--- src/rtl/tpes_consts.svh ---
// Timing, reset and encoding constants for the timer output and slave logic.
// Assumes inclusion by the package and the top module only.
`ifndef TPES_CONSTS_SVH
`define TPES_CONSTS_SVH
`define TPES_CLK_MHZ 50
`define TPES_CNT_W 16
`define TPES_CNT_RST 16'h0000
`define TPES_OM_FROZEN 3'h0
`define TPES_OM_MATCH_ACT 3'h1
`define TPES_OM_MATCH_INACT 3'h2
`define TPES_OM_TOGGLE 3'h3
`define TPES_OM_FORCE_INACT 3'h4
`define TPES_OM_FORCE_ACT 3'h5
`define TPES_OM_PWM1 3'h6
`define TPES_OM_PWM2 3'h7
`define TPES_SM_OFF 3'h0
`define TPES_SM_ENC1 3'h1
`define TPES_SM_ENC2 3'h2
`define TPES_SM_ENC3 3'h3
`define TPES_SM_RESET 3'h4
`define TPES_SM_GATED 3'h5
`define TPES_SM_TRIG 3'h6
`define TPES_DIR_OUT 2'h0
`define TPES_CM_EDGE 2'h0
`define TPES_FLT_MAX 4'hF
`endif

--- src/rtl/tpes_pkg.sv ---
// Types shared by the timer output, encoder and slave logic.
// Assumes tpes_consts.svh is on the include path.
`include "tpes_consts.svh"
package tpes_pkg;
  typedef enum logic [1:0] {tpes_cnt_up, tpes_cnt_down, tpes_cnt_center} tpes_cmode_t;
  typedef struct packed {
    logic [2:0] compare_output_mode_field;
    logic channel_polarity_bit;
    logic [1:0] channel_direction_select;
    logic channel_irq_enable;
    logic [15:0] channel_compare_value;
  } tpes_chan_cfg_t;
  typedef struct packed {
    logic update_irq_enable;
    logic trigger_irq_enable;
    logic update_dma_enable;
    logic trigger_dma_enable;
    logic channel_dma_select;
  } tpes_evt_cfg_t;
endpackage

--- src/rtl/tpes_timer.sv ---
// Timer time base, two compare/capture channels, encoder and slave-mode control.
// Assumes config ports are static or change from the same clock; pins are async.
`timescale 1ns/1ps
`include "tpes_consts.svh"

module tpes_timer
#(
  parameter int CNT_W = `TPES_CNT_W
)
(
  input wire logic clock, // 50 MHz kernel clock
  input wire logic nrst, // Async reset, active low
  input wire logic clk_en, // Freezes all state while low
  input wire logic counter_enable, // Software run request
  input wire logic single_pulse_enable, // Stop at next update
  input wire tpes_pkg::tpes_cmode_t count_mode, // Up, down or center-aligned
  input wire logic soft_direction_down, // Loads the direction bit only while stopped in up mode
  input wire logic [CNT_W-1:0] auto_reload_value, // Period
  input wire logic [15:0] prescaler_value, // Divide by value plus one
  input wire logic [2:0] slave_function_select, // Encoder or slave mode
  input wire logic trigger_from_input_two, // Trigger source select
  input wire logic pwm_input_mode, // Channel two follows channel one
  input wire logic [3:0] input_one_filter_field, // Input one filter length
  input wire logic [3:0] input_two_filter_field, // Input two filter length
  input wire tpes_pkg::tpes_chan_cfg_t ch1_cfg, // Channel one config
  input wire tpes_pkg::tpes_chan_cfg_t ch2_cfg, // Channel two config
  input wire tpes_pkg::tpes_evt_cfg_t evt_cfg, // Event enables
  input wire logic [3:0] flag_clear, // Clear: ch1, ch2, update, trigger
  input wire logic channel_one_pin_in, // Encoder input one pin
  input wire logic channel_two_pin_in, // Encoder input two pin
  output logic channel_one_pin_out, // Channel one output level
  output logic channel_one_pin_oe, // High while channel one drives
  output logic channel_two_pin_out, // Channel two output level
  output logic channel_two_pin_oe, // High while channel two drives
  output logic [CNT_W-1:0] counter_value, // Counter
  output logic count_direction_bit, // 1 while counting down
  output logic counter_running, // Counter enabled state
  output logic [3:0] event_flags, // Sticky: ch1, ch2, update, trigger
  output logic irq, // Combined interrupt
  output logic [1:0] dma_req // Update and channel DMA requests
);
  import tpes_pkg::*;

  logic [1:0] sync1_r, sync2_r, prev_r, filt_r, filt_nxt;
  logic [3:0] fcnt1_r, fcnt1_nxt, fcnt2_r, fcnt2_nxt;
  logic [CNT_W-1:0] cnt_r, cnt_nxt;
  logic [15:0] psc_r, psc_nxt;
  logic dir_r, dir_nxt, run_r, run_nxt, trg_prev_r;
  logic [1:0] ref_r, ref_nxt;
  logic [3:0] flag_r, flag_nxt;
  logic irq_r, irq_nxt;
  logic [1:0] dma_r, dma_nxt;
  logic [1:0] in_pol, rise, fall;
  logic trig_lvl, trig_rise, enc_mode, tick, update_ev, enc_step;
  tpes_chan_cfg_t ch [2];

  assign ch[0] = ch1_cfg;
  assign ch[1] = ch2_cfg;

  // Two-stage sync before anything looks at the pins
  always_ff @(posedge clock or negedge nrst)
  begin
    if (!nrst)
    begin
      sync1_r <= 2'h0;
      sync2_r <= 2'h0;
      prev_r <= 2'h0;
      filt_r <= 2'h0;
      fcnt1_r <= 4'h0;
      fcnt2_r <= 4'h0;
      trg_prev_r <= 1'b0;
    end
    else if (clk_en)
    begin
      sync1_r <= {channel_two_pin_in, channel_one_pin_in};
      sync2_r <= sync1_r;
      filt_r <= filt_nxt;
      fcnt1_r <= fcnt1_nxt;
      fcnt2_r <= fcnt2_nxt;
      prev_r <= filt_r;
      trg_prev_r <= trig_lvl;
    end
  end

  // Filter: a new level must persist for the filter-field count plus one cycles
  always_comb
  begin
    filt_nxt = filt_r;
    fcnt1_nxt = 4'h0;
    fcnt2_nxt = 4'h0;
    if (sync2_r[0] != filt_r[0])
    begin
      if (fcnt1_r >= input_one_filter_field)
        filt_nxt[0] = sync2_r[0];
      else
        fcnt1_nxt = fcnt1_r + 4'h1;
    end
    if (sync2_r[1] != filt_r[1])
    begin
      if (fcnt2_r >= input_two_filter_field)
        filt_nxt[1] = sync2_r[1];
      else
        fcnt2_nxt = fcnt2_r + 4'h1;
    end
  end

  // Input polarity; channel two reads input two, but captures on input one in PWM input mode
  assign in_pol[0] = filt_r[0] ^ ch1_cfg.channel_polarity_bit;
  assign in_pol[1] = filt_r[1] ^ ch2_cfg.channel_polarity_bit;
  assign rise = filt_r & ~prev_r;
  assign fall = ~filt_r & prev_r;
  assign trig_lvl = trigger_from_input_two ? in_pol[1] : in_pol[0];
  assign trig_rise = trig_lvl & ~trg_prev_r;
  assign enc_mode = (slave_function_select == `TPES_SM_ENC1) ||
                    (slave_function_select == `TPES_SM_ENC2) ||
                    (slave_function_select == `TPES_SM_ENC3);
  assign tick = (psc_r == prescaler_value);

  // Time base, encoder and slave control
  always_comb
  begin
    logic e1, e2, p1, p2;
    e1 = (rise[0] | fall[0]) && (slave_function_select != `TPES_SM_ENC2);
    e2 = (rise[1] | fall[1]) && (slave_function_select != `TPES_SM_ENC1);
    p1 = in_pol[0];
    p2 = in_pol[1];
    cnt_nxt = cnt_r;
    psc_nxt = psc_r;
    dir_nxt = dir_r;
    run_nxt = run_r;
    update_ev = 1'b0;
    enc_step = 1'b0;
    // Trigger mode: hardware sets the run state, so software enable is not needed
    if (slave_function_select == `TPES_SM_TRIG)
    begin
      if (trig_rise)
        run_nxt = 1'b1;
    end
    else if (!counter_enable)
      run_nxt = 1'b0;
    else if (!run_r && !single_pulse_enable)
      run_nxt = 1'b1;
    else if (!run_r && single_pulse_enable && !flag_r[2])
      run_nxt = 1'b1;
    if (enc_mode)
    begin
      // Direction recomputed on every qualified edge, never written by software
      if (e1)
      begin
        enc_step = 1'b1;
        dir_nxt = rise[0] ? p2 : ~p2;
      end
      else if (e2)
      begin
        enc_step = 1'b1;
        dir_nxt = rise[1] ? ~p1 : p1;
      end
      if (enc_step && run_r)
      begin
        if (dir_nxt)
          cnt_nxt = (cnt_r == '0) ? auto_reload_value : cnt_r - 1'b1;
        else
          cnt_nxt = (cnt_r >= auto_reload_value) ? '0 : cnt_r + 1'b1;
      end
    end
    else if ((slave_function_select == `TPES_SM_RESET) && trig_rise)
    begin
      cnt_nxt = (count_mode == tpes_cnt_down) ? auto_reload_value : '0;
      psc_nxt = 16'h0000;
      update_ev = 1'b1;
    end
    else if (run_r && !((slave_function_select == `TPES_SM_GATED) && !trig_lvl))
    begin
      psc_nxt = tick ? 16'h0000 : psc_r + 16'h0001;
      if (tick)
      begin
        if (count_mode == tpes_cnt_up || (count_mode == tpes_cnt_center && !dir_r))
        begin
          dir_nxt = 1'b0;
          if (cnt_r >= auto_reload_value)
          begin
            // Overrun
            cnt_nxt = (count_mode == tpes_cnt_center) ? cnt_r - 1'b1 : '0;
            dir_nxt = (count_mode == tpes_cnt_center);
            update_ev = 1'b1;
          end
          else
            cnt_nxt = cnt_r + 1'b1;
        end
        else
        begin
          dir_nxt = 1'b1;
          if (cnt_r == '0)
          begin
            // Underrun
            cnt_nxt = (count_mode == tpes_cnt_center) ? cnt_r + 1'b1 : auto_reload_value;
            dir_nxt = (count_mode != tpes_cnt_center);
            update_ev = 1'b1;
          end
          else
            cnt_nxt = cnt_r - 1'b1;
        end
      end
    end
    if (count_mode == tpes_cnt_up && !enc_mode && !run_r)
      dir_nxt = soft_direction_down;
    if (update_ev && single_pulse_enable)
      run_nxt = 1'b0;
  end

  // Output references and events, one per channel
  always_comb
  begin
    logic below, match;
    logic [1:0] cap_ev;
    ref_nxt = ref_r;
    flag_nxt = flag_r & ~flag_clear;
    below = 1'b0;
    match = 1'b0;
    cap_ev = 2'h0;
    for (int i = 0; i < 2; i++)
    begin
      below = cnt_r < ch[i].channel_compare_value;
      match = (cnt_r == ch[i].channel_compare_value) && run_r;
      if (ch[i].channel_direction_select == `TPES_DIR_OUT)
      begin
        if (match)
          cap_ev[i] = 1'b1;
        if (!(single_pulse_enable && !run_r))
        begin
          case (ch[i].compare_output_mode_field)
            `TPES_OM_MATCH_ACT: if (match) ref_nxt[i] = 1'b1;
            `TPES_OM_MATCH_INACT: if (match) ref_nxt[i] = 1'b0;
            `TPES_OM_TOGGLE: if (match) ref_nxt[i] = ~ref_r[i];
            `TPES_OM_FORCE_INACT: ref_nxt[i] = 1'b0;
            `TPES_OM_FORCE_ACT: ref_nxt[i] = 1'b1;
            `TPES_OM_PWM1: ref_nxt[i] = below;
            `TPES_OM_PWM2: ref_nxt[i] = ~below;
            default: ref_nxt[i] = ref_r[i];
          endcase
        end
      end
      else
      begin
        // Capture on active edge; channel two opposite edge in PWM input
        if (i == 0)
          cap_ev[i] = rise[0] ^ (fall[0] & ch1_cfg.channel_polarity_bit) ^
                      (rise[0] & ch1_cfg.channel_polarity_bit);
        else if (pwm_input_mode)
          cap_ev[i] = ch1_cfg.channel_polarity_bit ? rise[0] : fall[0];
        else
          cap_ev[i] = ch2_cfg.channel_polarity_bit ? fall[1] : rise[1];
      end
      if (cap_ev[i])
        flag_nxt[i] = 1'b1;
    end
    // Sets win over same-cycle clears
    if (update_ev)
      flag_nxt[2] = 1'b1;
    if (trig_rise && slave_function_select[2])
      flag_nxt[3] = 1'b1;
    irq_nxt = (flag_nxt[0] & ch1_cfg.channel_irq_enable) |
              (flag_nxt[1] & ch2_cfg.channel_irq_enable) |
              (flag_nxt[2] & evt_cfg.update_irq_enable) |
              (flag_nxt[3] & evt_cfg.trigger_irq_enable);
    dma_nxt[0] = update_ev & evt_cfg.update_dma_enable;
    dma_nxt[1] = (|cap_ev & evt_cfg.channel_dma_select) |
                 (trig_rise & evt_cfg.trigger_dma_enable);
  end

  always_ff @(posedge clock or negedge nrst)
  begin
    if (!nrst)
    begin
      cnt_r <= `TPES_CNT_RST;
      psc_r <= 16'h0000;
      dir_r <= 1'b0;
      run_r <= 1'b0;
      ref_r <= 2'h0;
      flag_r <= 4'h0;
      irq_r <= 1'b0;
      dma_r <= 2'h0;
      channel_one_pin_out <= 1'b0;
      channel_two_pin_out <= 1'b0;
      channel_one_pin_oe <= 1'b0;
      channel_two_pin_oe <= 1'b0;
    end
    else if (clk_en)
    begin
      cnt_r <= cnt_nxt;
      psc_r <= psc_nxt;
      dir_r <= dir_nxt;
      run_r <= run_nxt;
      ref_r <= ref_nxt;
      flag_r <= flag_nxt;
      irq_r <= irq_nxt;
      dma_r <= dma_nxt;
      channel_one_pin_out <= ref_nxt[0] ^ ch1_cfg.channel_polarity_bit;
      channel_two_pin_out <= ref_nxt[1] ^ ch2_cfg.channel_polarity_bit;
      channel_one_pin_oe <= (ch1_cfg.channel_direction_select == `TPES_DIR_OUT);
      channel_two_pin_oe <= (ch2_cfg.channel_direction_select == `TPES_DIR_OUT);
    end
  end

  assign counter_value = cnt_r;
  assign count_direction_bit = dir_r;
  assign counter_running = run_r;
  assign event_flags = flag_r;
  assign irq = irq_r;
  assign dma_req = dma_r;
endmodule // tpes_timer

--- config.mk ---
export PLATFORM = sky130hd
export DESIGN_NAME = tpes_timer
export DESIGN_NICKNAME = d
export VERILOG_FILES = /design/src/rtl/tpes_pkg.sv /design/src/rtl/tpes_timer.sv
export VERILOG_INCLUDE_DIRS = /design/src /design/src/rtl
export SDC_FILE = /design/constraint.sdc
export NUM_CORES = 1
export LEC_CHECK = 0
export BUFFER_PORTS_ARGS = -buffer_cell sky130_fd_sc_hd__buf_2
export CAP_MARGIN = 20
export CORE_ASPECT_RATIO = 1.4
export CORE_MARGIN = 2
export CORE_UTILIZATION = 52
export CTS_CLUSTER_SIZE = 30
export DETAILED_ROUTE_END_ITERATION = 6
export PLACE_DENSITY = 0.86
export SLEW_MARGIN = 20
export SYNTH_ARGS = -nofsm -noshare
export SYNTH_HDL_FRONTEND = slang
export SYNTH_SLANG_ARGS = --single-unit
--- constraint.sdc ---
create_clock -name clock -period 3 [get_ports clock]
set_input_delay 0.6 -clock clock [delete_from_list [all_inputs] [get_ports clock]]
set_output_delay 0.6 -clock clock [all_outputs]
set_load 0.005 [all_outputs]
==> metrics.yaml <==
synth:
  ys_seq_area_frac: 0.233
  synth.area.top_cells: "dfrtp_1 (23%), ha_1 (13%), inv_1 (4.7%)"
  yosys_register_bits: 64
  synthFlopType: "dfrtp_1"
  synth_top_area_frac: 0.233
  synth_edf_count: 0
  syn_area_per_cell_sq_um: 7.83
  synth_largest_area_cell: "dfrtp_1"
  synthArstFlopShare: 1.00
  syn-num-nets: 1058
  syn-cell-area_sq_mm: 0.00688
  yosys_warnings: 0
  synthCells: 878
  synth_cell_types: 77
clocking:
  cts_tree: "built"
  clkSlewWorstSetupHoldPaths_ns: 0.07
  htreeDepth: 3
  cts-root-buf: "clkbuf_16"
  cts.path.max_buffers: 2
  cts_buffers: 9
  worstSkewPairLatency_ns: 0.35
  cts_sinks: 64
finish:
  antennaDiodeCount: 0
  area_growth_pct: 23.0
  drive_gt1_frac: 0.235
  nNetsFinal: 1224
power_and_ir_drop:
  powerDensity_mw_per_mm2: 824
  ir_drop_mv: 0.374
  p_leak_nw: 4.32
run:
  max_cap_violations: 0
worst_setup_path:
  r2r-start: "counter_value[12]"
  required_ns: 3.18
  crit_top_cell: "buf_4"
  regToRegSetupSlack_ns: -0.03
  crit_slowest_cell: "dfrtp_1"
  reg2regPathDepth: 10
  critPathBufInv: 3
  crit_chain: "buf_4 > nor2_1 > nand3b_1 > buf_4 > nor3_2 > buf_4 > nand2_1 > nor2_1 > o32ai_1 > o41ai_1"
  worstPathArrival_ns: 3.21
  r2r-end: "counter_value[6]"
  crit_family: "simple AND/OR/NAND/NOR gates"
  endpoint_kind: "flip-flop"
  worstPathMaxFanout: 6
  critPathMaxStageDelay_ns: 0.50
  worstSetupStartpointType: "flip-flop"
  crit_type: "flip-flop to flip-flop"
outcome:
  status: "finished, violations left"
  violations: "negative setup slack"
timing:
  fmax_mhz: 330
  fin_hold_ws_ns: 0.168
  drv_slew: 0
  slew_headroom: 0.552
  finalCritPeriodShare: 1.01
  finalClockSkew_ns: 0.0134
  fin_setup_tns_ns: -0.0268
  fin_crit_ns: 3.03
  worst_pin_slew_ns: 0.672
  grt_setup_unrepaired: "false"
  hold_viol: 0
  setup_violations: 1
  fin_ws_ns: -0.0268
route:
  route.detailed.wl_per_inst_microns: 19.1
  drt-total-wl_microns: 22900
  drc: 0
  drt_pre_antenna_iters: 7
  drt_iter0_drc: 803
  ant_nets: 0
  vias_per_cell: 6.39
  vias: 7677
placed_design:
  gp_congestion: 1.03
  portBuffers: 138
  hpwl_microns: 17500
die:
  fp.dieH_microns: 140
  core_sq_mm: 0.0129
  die_area_sq_mm: 0.0142
  initial_core_util: 0.534
  fp-row-count: 49
  fp.dieW_microns: 101
  io_pins: 139
global_route:
  first_global_vias: 7677
  grt_util_all_layers: 0.327
  antenna_found_initial: 0
  grt_pass1_wl_microns: 37000
  gr-total-overflow: 0
  grt_max_degree: 33
worst_hold_path:
  hp-class: "input pin to async pin"
[cell usage after synthesis, types with 15 or more instances]
library cell   n
inv_1         87
nand2_1       75
ha_1          70
nor2_1        65
dfrtp_1       64
o21ai_0       47
a21oi_1       37
clkbuf_1      37
xor2_1        32
nand3_1       26
xnor2_1       20
nand4_1       19
o21ai_1       18
nor3_1        17
a21o_1        16
nand2b_1      15
o31ai_1       15
[where the power goes]
group	total [mW]	switching, mW	internal, mW
Clock	1.23	0.450	0.781
Combinational	4.21	2.32	1.90
Sequential	1.53	0.410	1.12
[metrics by stage]
step / instance area, sq um / total power, mW / instances / setup slack [ns] / utilization
after floorplan: 6880 / 4.14 / 878 / 0.0977 / -
after global routing: 8460 / 7.45 / 1202 / 0.00515 / 0.657
after global placement: 8110 / 5.48 / 1186 / -0.0802 / 0.630
final: 8460 / 6.97 / 1202 / -0.0268 / 0.657
after detailed placement: 8110 / 5.62 / 1186 / -0.125 / 0.630
after CTS: 8450 / 6.87 / 1202 / 0.104 / 0.656
[cell type report]
| class | count | area [sq um] |
|---|---|---|
| Clock inverter | 5 | 86.3 |
| Sequential cell | 64 | 1600 |
| Tap cell | 153 | 191 |
| Inverter | 87 | 327 |
| Fill cell | 1090 | 4420 |
| Clock buffer | 11 | 253 |
| Multi-Input combinational cell | 677 | 4770 |
| Timing Repair Buffer | 205 | 1230 |
[logic make-up after synthesis]
| group | synth area share |
|---|---|
| AND/OR/NAND/NOR | 0.209 |
| XOR/XNOR | 0.0728 |
| multiplexers | 0.0275 |
| buffers and inverters | 0.0771 |
| AO/OA/AOI/OAI | 0.254 |
| flip-flops | 0.233 |
| adder cells (fa/ha/maj) | 0.127 |
[layer usage]
metal / vias up / GRT usage / wire length, microns
met3: 128 / 0.0459 / 1720
li1: 3529 / - / -
met1: 3576 / 0.387 / 8480
met2: 444 / 0.552 / 11300
met5: - / 0 / 0
met4: 0 / 0.194 / 1360
[worst register-to-register path, delay by kind of cell (launching register included)]
family | cells | cell delay (ns)
compound gates | 2 | 0.65
buf+inv | 3 | 0.62
flops | 1 | 0.50
simple gates | 5 | 1.09
[layout by cell type (no fill, tap or decap), types with 12 or more instances in the layout]
master    netlist  layout
buf_2          10     138
inv_1          87      87
nand2_1        75      75
ha_1           70      70
nor2_1         65      65
buf_4           1      64
dfrtp_1        64      63
o21ai_0        47      47
a21oi_1        37      37
xor2_1         32      32
nand3_1        26      26
xnor2_1        20      20
nand4_1        19      19
o21ai_1        18      17
a21o_1         16      16
nand2b_1       15      15
nor3_1         17      15
o31ai_1        15      15
o211ai_1       14      14
a221oi_1       14      14
and3_1         12      12
[registers in the layout, summed over array words and instances (netlist names), 2 cells and up]
register	flops
counter_value	16
event_flags	4
sync2_r	2
sync1_r	2
fcnt2_r	4
filt_r	2
ref_r	2
fcnt1_r	4
prev_r	2
dma_req	2
psc_r	16
[worst max path at each step]
| stage | slack, ns | startpoint | to | cells after the start |
|---|---|---|---|---|
| after CTS | 0.10 | counter_value[8] | channel_one_pin_out | 10 |
| after floorplan | 0.1 | counter_value[0] | counter_value[3] | 12 |
| after global placement | -0.08 | auto_reload_value[0] | counter_value[11] | 12 |
| after detailed placement | -0.13 | auto_reload_value[0] | counter_value[2] | 11 |
| final | -0.03 | counter_value[12] | counter_value[6] | 10 |
| after global routing | 0.005 | counter_value[0] | counter_value[2] | 11 |
[timing repair]
item                                    in CTS  in global routing
buffers inserted                             0                  0
endpoints found under the setup margin       0                  3
resized for setup                            0                  4
hold buffers                                 0                  0
No activity file was read; power rests on OpenSTA's default activity.
